`config.mk`:
```
export PLATFORM = sky130hd
export DESIGN_NAME = clock_request_control
export DESIGN_NICKNAME = d
export VERILOG_FILES = /design/src/clock_request_pkg.sv /design/src/clock_request_control.sv /design/src/ref_clock_monitor.sv /design/src/sync_two_flop.sv
export SDC_FILE = /design/constraint.sdc
export NUM_CORES = 1
export LEC_CHECK = 0
export BUFFER_PORTS_ARGS = -buffer_cell sky130_fd_sc_hd__clkbuf_2
export CORE_MARGIN = 1
export CORE_UTILIZATION = 49
export DETAILED_ROUTE_END_ITERATION = 8
export GPL_TIMING_DRIVEN = 0
export PLACE_DENSITY_LB_ADDON = 0.12
export REMOVE_ABC_BUFFERS = 1
export SLEW_MARGIN = 10
export SYNTH_ARGS = -nofsm -noshare
export SYNTH_HDL_FRONTEND = slang
export SYNTH_SLANG_ARGS = --single-unit
```
`constraint.sdc`:
```
create_clock -name i_clock -period 2.2 [get_ports i_clock]
set_input_delay 0.55 -clock i_clock [delete_from_list [all_inputs] [get_ports i_clock]]
set_output_delay 0.55 -clock i_clock [all_outputs]
set_load 0.02 [all_outputs]
```
`src/clock_request_pkg.sv`:
```
// Package with register map, field positions and timing constants for clock request control
package clock_request_pkg;
   // Register byte addresses
   localparam logic [11:0] LINK_CONTROL_SETTINGS_ADDR = 12'h010;
   localparam logic [11:0] LINK_CAPABILITIES_ADDR = 12'h0c4;
   localparam logic [11:0] LINK_STATUS_ADDR = 12'h020;
   // Link control field positions
   localparam int ASPM_L0S_BIT = 0;
   localparam int ASPM_L1_BIT = 1;
   localparam int DYN_CLOCK_ENABLE_BIT = 8;
   localparam int LINK_CONTROL_WIDTH = 16;
   localparam logic [15:0] LINK_CONTROL_RESET = 16'h0103;
   localparam logic [15:0] LINK_CONTROL_WRITE_MASK = 16'h0103;
   // Link capabilities field positions
   localparam int CAP_ASPM_LSB = 10;
   localparam int CAP_CLOCK_PM_BIT = 18;
   localparam logic [31:0] LINK_CAPABILITIES_VALUE = 32'h00040c00;
   // Link status field positions
   localparam int STAT_REQUEST_BIT = 0;
   localparam int STAT_REF_ACTIVE_BIT = 1;
   localparam int STAT_STATE_LSB = 4;
   // Timing
   localparam int CLOCK_MHZ = 40;
   localparam int POWER_TO_REQUEST_DELAY_US = 100;
   localparam int POWER_TO_REQUEST_CYCLES = POWER_TO_REQUEST_DELAY_US * CLOCK_MHZ;
   localparam int REQUEST_TO_CLOCK_ACTIVE_DELAY_NS = 400;
   localparam int REF_ACTIVITY_WINDOW_CYCLES = (REQUEST_TO_CLOCK_ACTIVE_DELAY_NS * CLOCK_MHZ + 999) / 1000;
   localparam int ACT_CNT_WIDTH = 5;
   // Request controller states
   typedef enum logic [1:0]
   {
      ST_ASSERTED = 2'b00,
      ST_RELEASED = 2'b01,
      ST_WAKING = 2'b10
   } request_state_e;
   // Zero extension of a 16-bit register into the bus slave read data
   function automatic logic [31:0] zero_extend16(input logic [15:0] value);
      zero_extend16 = {16'h0000, value};
   endfunction
endpackage

```
`src/clock_request_control.sv`:
```
// Clock request line control with APB register access and power-up sequencing
//
// Implementation choice: register access over APB.
`timescale 1ns/1ps
module clock_request_control
   import clock_request_pkg::*;
#(
   parameter logic HAS_PCIE_INTERFACE = 1'b1,
   parameter int POWER_DELAY_CYCLES = POWER_TO_REQUEST_CYCLES
)
(
   // Clock and reset
   input wire logic i_clock,
   input wire logic i_rst_n,
   // APB slave
   input wire logic i_psel,
   input wire logic i_penable,
   input wire logic i_pwrite,
   input wire logic [11:0] i_paddr,
   input wire logic [31:0] i_pwdata,
   output logic [31:0] o_prdata,
   output logic o_pready,
   output logic o_pslverr,
   // Card pins
   input wire logic i_fundamental_reset_n,
   input wire logic i_ref_clock_pos,
   input wire logic i_clock_request_n,
   output logic o_clock_request_n,
   output logic o_clock_request_oe,
   // Link layer state, same clock domain
   input wire logic i_link_in_l1_idle,
   input wire logic i_link_exit_request,
   input wire logic i_rx_idle_break,
   input wire logic i_tx_idle_break,
   // Status
   output logic o_ref_clock_active,
   output logic o_link_control_aspm_l0s,
   output logic o_link_control_aspm_l1
);
   logic fundamental_reset_n_sync_n;
   logic ref_sync;
   logic line_sync_n;
   logic ref_active;
   logic [LINK_CONTROL_WIDTH-1:0] link_control_reg;
   logic fund_reset_prev_reg;
   logic [31:0] power_cnt_reg;
   logic power_valid_reg;
   request_state_e state_reg;
   request_state_e state_next;
   logic dyn_enable;
   logic want_clock;
   logic drive_low;
   logic apb_write;
   logic apb_read;
   logic [31:0] read_data;

   // Pin inputs pass two flops before any logic looks at them
   sync_two_flop u_fundamental_reset_n_sync
   (
      .i_clock(i_clock),
      .i_rst_n(i_rst_n),
      .i_async(i_fundamental_reset_n),
      .o_sync(fundamental_reset_n_sync_n)
   );

   sync_two_flop u_ref_sync
   (
      .i_clock(i_clock),
      .i_rst_n(i_rst_n),
      .i_async(i_ref_clock_pos),
      .o_sync(ref_sync)
   );

   sync_two_flop u_line_sync
   (
      .i_clock(i_clock),
      .i_rst_n(i_rst_n),
      .i_async(i_clock_request_n),
      .o_sync(line_sync_n)
   );

   // Purely informational; no decision depends on the clock running
   ref_clock_monitor u_ref_monitor
   (
      .i_clock(i_clock),
      .i_rst_n(i_rst_n),
      .i_ref_sync(ref_sync),
      .o_active(ref_active)
   );

   assign dyn_enable = link_control_reg[DYN_CLOCK_ENABLE_BIT];
   assign apb_write = i_psel && i_penable && i_pwrite;
   assign apb_read = i_psel && !i_pwrite;

   // Power-valid count; the request is already low from reset, so the bound is met with margin
   always_ff @(posedge i_clock or negedge i_rst_n)
   begin
      if (!i_rst_n)
      begin
         power_cnt_reg <= '0;
         power_valid_reg <= 1'b0;
      end
      else if (power_cnt_reg < 32'(POWER_DELAY_CYCLES))
      begin
         power_cnt_reg <= power_cnt_reg + 32'h0000_0001;
      end
      else
      begin
         power_valid_reg <= 1'b1;
      end
   end

   always_ff @(posedge i_clock or negedge i_rst_n)
   begin
      if (!i_rst_n)
         fund_reset_prev_reg <= 1'b0;
      else
         fund_reset_prev_reg <= fundamental_reset_n_sync_n;
   end

   // Defaults restored at power-up and on every warm reset
   always_ff @(posedge i_clock or negedge i_rst_n)
   begin
      if (!i_rst_n)
      begin
         link_control_reg <= LINK_CONTROL_RESET;
      end
      else if (!fundamental_reset_n_sync_n)
      begin
         link_control_reg <= LINK_CONTROL_RESET;
      end
      else if (apb_write && i_paddr == LINK_CONTROL_SETTINGS_ADDR)
      begin
         link_control_reg <= i_pwdata[LINK_CONTROL_WIDTH-1:0] & LINK_CONTROL_WRITE_MASK;
      end
   end

   // Link wants the clock whenever it is not resting in L1.Idle
   assign want_clock = i_link_exit_request || i_rx_idle_break || i_tx_idle_break || !i_link_in_l1_idle;

   always_comb
   begin
      state_next = state_reg;
      case (state_reg)
         ST_ASSERTED:
         begin
            // Release only with enable, in L1.Idle, and out of reset
            if (dyn_enable && !want_clock && fundamental_reset_n_sync_n && power_valid_reg)
               state_next = ST_RELEASED;
         end
         ST_RELEASED:
         begin
            // No dependence on reference clock edges to wake
            if (!dyn_enable || want_clock || !fundamental_reset_n_sync_n)
               state_next = ST_WAKING;
         end
         ST_WAKING:
         begin
            state_next = ST_ASSERTED;
         end
         default:
         begin
            state_next = ST_ASSERTED;
         end
      endcase
   end

   always_ff @(posedge i_clock or negedge i_rst_n)
   begin
      if (!i_rst_n)
         state_reg <= ST_ASSERTED;
      else
         state_reg <= state_next;
   end

   // Immediate re-assertion on wake causes; no wait for the state update
   assign drive_low = (state_reg != ST_RELEASED) || !dyn_enable || want_clock || !fundamental_reset_n_sync_n;

   // Open drain: output data stays low, enable says when to sink
   always_ff @(posedge i_clock or negedge i_rst_n)
   begin
      if (!i_rst_n)
      begin
         o_clock_request_n <= 1'b0;
         o_clock_request_oe <= HAS_PCIE_INTERFACE;
      end
      else
      begin
         o_clock_request_n <= 1'b0;
         o_clock_request_oe <= HAS_PCIE_INTERFACE && drive_low;
      end
   end

   always_ff @(posedge i_clock or negedge i_rst_n)
   begin
      if (!i_rst_n)
      begin
         o_ref_clock_active <= 1'b0;
         o_link_control_aspm_l0s <= 1'b1;
         o_link_control_aspm_l1 <= 1'b1;
      end
      else
      begin
         o_ref_clock_active <= ref_active;
         o_link_control_aspm_l0s <= link_control_reg[ASPM_L0S_BIT];
         o_link_control_aspm_l1 <= link_control_reg[ASPM_L1_BIT];
      end
   end

   always_comb
   begin
      read_data = '0;
      case (i_paddr)
         LINK_CONTROL_SETTINGS_ADDR:
            read_data = zero_extend16(link_control_reg);
         LINK_CAPABILITIES_ADDR:
            read_data = LINK_CAPABILITIES_VALUE;
         LINK_STATUS_ADDR:
         begin
            read_data[STAT_REQUEST_BIT] = !line_sync_n;
            read_data[STAT_REF_ACTIVE_BIT] = ref_active;
            read_data[STAT_STATE_LSB +: 2] = state_reg;
         end
         default:
            read_data = '0;
      endcase
   end

   // Zero-wait APB: pready rises in the setup cycle's following edge
   always_ff @(posedge i_clock or negedge i_rst_n)
   begin
      if (!i_rst_n)
      begin
         o_prdata <= '0;
         o_pready <= 1'b0;
         o_pslverr <= 1'b0;
      end
      else
      begin
         o_pready <= i_psel && !i_penable;
         o_pslverr <= i_psel && !i_penable && i_paddr != LINK_CONTROL_SETTINGS_ADDR
            && i_paddr != LINK_CAPABILITIES_ADDR && i_paddr != LINK_STATUS_ADDR;
         if (apb_read && !i_penable)
            o_prdata <= read_data;
      end
   end
endmodule

```
`src/ref_clock_monitor.sv`:
```
// Reference clock activity detector working from sampled clock edges
`timescale 1ns/1ps
module ref_clock_monitor
   import clock_request_pkg::*;
(
   // Clock and reset
   input wire logic i_clock,
   input wire logic i_rst_n,
   // Synchronised reference clock level
   input wire logic i_ref_sync,
   // Activity indication
   output logic o_active
);
   logic prev_reg;
   logic [ACT_CNT_WIDTH-1:0] idle_cnt_reg;

   always_ff @(posedge i_clock or negedge i_rst_n)
   begin
      if (!i_rst_n)
         prev_reg <= 1'b0;
      else
         prev_reg <= i_ref_sync;
   end

   // Any edge restarts the window; a parked pair shows no edges at all
   always_ff @(posedge i_clock or negedge i_rst_n)
   begin
      if (!i_rst_n)
      begin
         idle_cnt_reg <= '0;
         o_active <= 1'b0;
      end
      else if (prev_reg != i_ref_sync)
      begin
         idle_cnt_reg <= ACT_CNT_WIDTH'(REF_ACTIVITY_WINDOW_CYCLES);
         o_active <= 1'b1;
      end
      else if (idle_cnt_reg != '0)
      begin
         idle_cnt_reg <= idle_cnt_reg - 1'b1;
      end
      else
      begin
         o_active <= 1'b0;
      end
   end
endmodule

```
`src/sync_two_flop.sv`:
```
// Two-flop synchroniser for single-bit levels from outside the clock domain
`timescale 1ns/1ps
module sync_two_flop
(
   // Clock and reset
   input wire logic i_clock,
   input wire logic i_rst_n,
   // Level in and out
   input wire logic i_async,
   output logic o_sync
);
   logic stage1_reg;

   always_ff @(posedge i_clock or negedge i_rst_n)
   begin
      if (!i_rst_n)
      begin
         stage1_reg <= 1'b0;
         o_sync <= 1'b0;
      end
      else
      begin
         stage1_reg <= i_async;
         o_sync <= stage1_reg;
      end
   end
endmodule

```
Word-level counts from Yosys, hierarchy flattened
Cells that the tools add are included.

Bits in registers: 102. Bits in latches: 0. Memory bits (writable): 0. Bits in read-only memories: 0. Bits of input ports: 56. Logic and storage cells: 80. Memories kept: 0.

Add/sub/neg operators: 2. Multiply operators: 0. Divide/modulo/power cells: 0. Order comparisons: 1. Eq/ne operators: 13. Shift-type cells: 0. Muxes and demuxes: 13. Bitwise logic cells: 0. Reductions and logical operators: 31.

Operator list (number): 32-bit by 1-bit adder with 32-bit output, second input constant (1); 32-bit by 12-bit less-than comparator with 1-bit output, second input constant (1); 16-bit two-way mux (2); 13-bit case mux with 2 select lines (1); 12-bit by 5-bit equality test with 1-bit output, second input constant (1); 12-bit by 6-bit equality test with 1-bit output, second input constant (1); 12-bit by 8-bit equality test with 1-bit output, second input constant (1); 1-bit logical AND (12); 12-bit by 5-bit != test with 1-bit output, second input constant (1); 12-bit by 6-bit != test with 1-bit output, second input constant (1); 12-bit by 8-bit != test with 1-bit output, second input constant (1); 2-bit case mux with 2 select lines (3); 5-bit two-way mux (2); 1-bit logical OR (8); 1-bit logical NOT (7); 2-bit two-way mux (3); 2-bit != test, second input constant (3); 5-bit nonzero test (1); 5-bit by 1-bit subtractor with 5-bit output, second input constant (1); 2-bit by 1-bit != test with 1-bit output, second input constant (2); 2-bit by 1-bit equality test with 1-bit output, second input constant (1); 2-bit logical NOT (1); 1-bit two-way mux (2); 2-bit AND reduction (1); other kinds (2) (2).

Depth between registers and ports, before layout
Depth after elaboration: 9. Gate-level depth with buffers: 7. Gate-level depth less buffers: 7.

By module
Synthesis repeated with hierarchy kept, for this count alone.

Cell total of the unflattened synthesis: 227. Area, all modules: 2625.0 um^2.

Modules (own cells, without submodules): clock_request_control (times used 1, cells each 192, area each 2153.3 um^2); ref_clock_monitor (times used 1, cells each 29, area each 321.6 um^2); sync_two_flop (times used 3, cells each 2, area each 50.0 um^2).

Least setup slack after synthesis
Ideal clock, no wire load.

Kind: register to register. Start point: register power_cnt_reg[29]. End point: register power_cnt_reg[1]. Arrival: 1592 ps. Data required time: 2072 ps. Setup slack: 481 ps. Cell stages (with the launch flop): 6. Buffers on the path: 1. Period minus slack after synthesis: 1719 ps. Cell sequence: dfrtp_1 -> nor4_2 -> nand3_1 -> or3_4 -> buf_6 -> mux2_1.

Word-level cells in the longest chain between the ends: 1.

RTL lines: start: declaration (RTL line clock_request_control.sv:46) `logic [31:0] power_cnt_reg;`; start signal: assignment (RTL line clock_request_control.sv:105) `power_cnt_reg <= power_cnt_reg + 32'h0000_0001;`; 32-bit by 12-bit less-than comparator with 1-bit output (RTL line clock_request_control.sv:103) `else if (power_cnt_reg < 32'(POWER_DELAY_CYCLES))`.

Every way passes these cells. A chain may end at the register's enable or synchronous reset.

Final worst setup path
Start point: register power_cnt_reg[13]. End point: register power_cnt_reg[7].

The elaborated chain is that of the path after synthesis.

==> reports/metrics.yaml <==
status:
  status: "completed"
cells_and_area:
  fin_nets: 305
  drive_above_1_share: 0.2976
  syn2layout_area_growth_pct: 11.75
  largest_reg_flops: 32
  fin_util: 0.5710
  diodes: 0
clock_tree:
  clkSinkCount: 63
  post_cts_resized: 0
  cts_buffer_depth: 2
  ctsHoldBuffers: 0
  cts_tree: "built"
  clkLatencyLatePin_ps: 330
  cts_max_level: 3
  clkTransAtPathRegs_ps: 70
  root_buffer: "clkbuf_8"
  cts_inserted_buffers: 9
  post_cts_buffers: 0
synthesis:
  yosysUniqueCellTypes: 42
  synth_top_flop_cell: "dfrtp_1"
  seq_area_frac_synth: 0.6069
  syn-instance-count: 219
  synth.top_cell.area_share: 0.5465
  yosys.area.top_type: "dfrtp_1"
  netlist_area_mm2: 0.002610
  synth-edff-count: 0
  synthTopCellsByArea: "dfrtp_1, buf_4, dfstp_2"
  yosys-top-cells-count: "dfrtp_1, buf_4, clkbuf_1"
  yosysWarnings: 0
  ys_ff_latch: 63
  synthArstFlopShare: 1.000
  syn_area_per_cell_um2: 11.92
  yosysMostFrequentCell: "dfrtp_1"
timing:
  fmax_mhz: 527.8
  setup_tns_ps: 0
  setup_viol: 0
  fin_worst_skew_ps: 7.070
  rsz0062_at_grt: "false"
  drv_slew: 0
  period_needed_ps: 1895
  finalHoldViolCount: 0
  timing.final.crit_share: 0.8612
global_route:
  grt_pass1_vias: 1385
  grt.overflow.total: 0
  top_usage_layer: "met2"
  grt_pass1_wl_um: 6141
  met1_usage: 0.2089
  grt_util_met2: 0.2152
  antenna_found_initial: 0
  gr-usage-all-layers: 0.1556
  grtUsageMet3: 0.04953
  grt_max_degree: 46
place:
  gp_congestion: 0.7241
  portBuffers: 40
  hpwl_um: 2616
setup_path:
  required_ps: 2450
  reg2regPathDepth: 5
  critPathLaunchType: "register"
  path_max_fanout: 12
  worstReg2RegEnd: "power_cnt_reg[7]$_DFFE_PN0N_"
  crit_type: "register to register"
  critPathCaptureType: "register"
  critical_path_arrival_ps: 2150
  cp-endpoint: "power_cnt_reg[7]$_DFFE_PN0N_"
  crit_path_start: "power_cnt_reg[13]$_DFFE_PN0N_"
  rrSetupSlack_ps: 310
  r2r-start: "power_cnt_reg[13]$_DFFE_PN0N_"
detailed_routing:
  viasPerCell: 4.606
  drc: 0
  post_drt_wl_per_cell_um: 11.73
  vias: 1483
  drt_iter0_markers: 106
  routed_wirelength_um: 3777
  ant_nets: 0
  drt-pass1-iter-count: 5
power:
  p_leak_uw: 0.001455
  powerDensity_mw_per_mm2: 846.3
  vdd_drop_max_mv: 0.6676
min_path:
  hold_path_class: "primary input to asynchronous set/reset pin"
floorplan:
  die-area_mm2: 0.005623
  die_h_um: 74.99
  io_pins: 95
  core_mm2: 0.005107
  start_util: 0.5110
  rows: 26
  die_x_um: 74.99
flow_run:
  drv_cap: 0
cells in the final DEF, fill, tap and decap left out, types with 6 or more instances in the layout:
| cell type | instances |
|---|---|
| dfstp_2 | 6 |
| clkbuf_2 | 39 |
| nor2_1 | 13 |
| inv_1 | 6 |
| nand2_1 | 11 |
| dfrtp_1 | 57 |
| clkbuf_8 | 9 |
| conb_1 | 25 |
| xor2_1 | 8 |
worst max-delay path, cell delays in order, from the launching register on:
cell	delay, ps
dfrtp_1	400
nor4_2	290
nand3_1	140
or3_4	520
nor4_2	300
xor2_1	160
worst min path at each step:
stage,slack [ps],depth (start not counted),to,from
2_1_floorplan,250,0,o_prdata[0]$_DFFE_PN0P_,i_rst_n
3_3_place_gp,330,0,u_ref_sync.o_sync$_DFF_PN0_,u_ref_sync.stage1_reg$_DFF_PN0_
3_5_place_dp,330,0,u_line_sync.o_sync$_DFF_PN0_,u_line_sync.stage1_reg$_DFF_PN0_
4_1_cts,120,1,power_cnt_reg[28]$_DFFE_PN0N_,i_rst_n
5_1_grt,120,1,power_cnt_reg[28]$_DFFE_PN0N_,i_rst_n
6_report,120,1,power_cnt_reg[28]$_DFFE_PN0N_,i_rst_n
logic make-up after synthesis:
| group | share of synthesized area |
|---|---|
| flip-flops | 0.6069 |
| AND/OR/NAND/NOR | 0.1616 |
| AO/OA/AOI/OAI | 0.04123 |
| other | 0.001437 |
| buffers and inverters | 0.1194 |
| adder cells (fa/ha/maj) | 0.009586 |
| multiplexers | 0.01966 |
| XOR/XNOR | 0.04027 |
where the power goes:
part | switching [uW] | internal, uW | total, uW | leakage [uW]
clock network | 425 | 514 | 938 | 0.000103
registers | 34.8 | 1220 | 1250 | 0.000809
logic | 163 | 114 | 276 | 0.000543
cell type report:
| type | count | area, um2 |
|---|---|---|
| Fill cell | 462 | 2191 |
| Sequential cell | 63 | 1584 |
| Multi-Input combinational cell | 126 | 804.5 |
| Timing Repair Buffer | 41 | 230.2 |
| Clock buffer | 9 | 123.9 |
| Tap cell | 70 | 87.58 |
| Clock inverter | 7 | 63.81 |
| Inverter | 6 | 22.52 |
stage by stage:
stage          setup slack [ps]  cells  area (um2)  hold WS, ps  power [uW]
2_1_floorplan             470.9    195        2411        254.4        1461
3_3_place_gp              242.0    305        2699        331.9        1542
3_5_place_dp              307.8    306        2729        334.7        1556
4_1_cts                   272.5    322        2917        115.7        2512
5_1_grt                   182.5    322        2917        118.3        2604
6_report                  305.3    322        2917        118.4        2468
per-layer routing:
layer | vias to the layer above | share of wire
met2 | 46 | 0.43
met3 | 9 | 0.057
met1 | 700 | 0.49
met5 | - | 0
li1 | 728 | -
met4 | 0 | 0.028
Note: power is estimated with default switching activity, not from simulation.
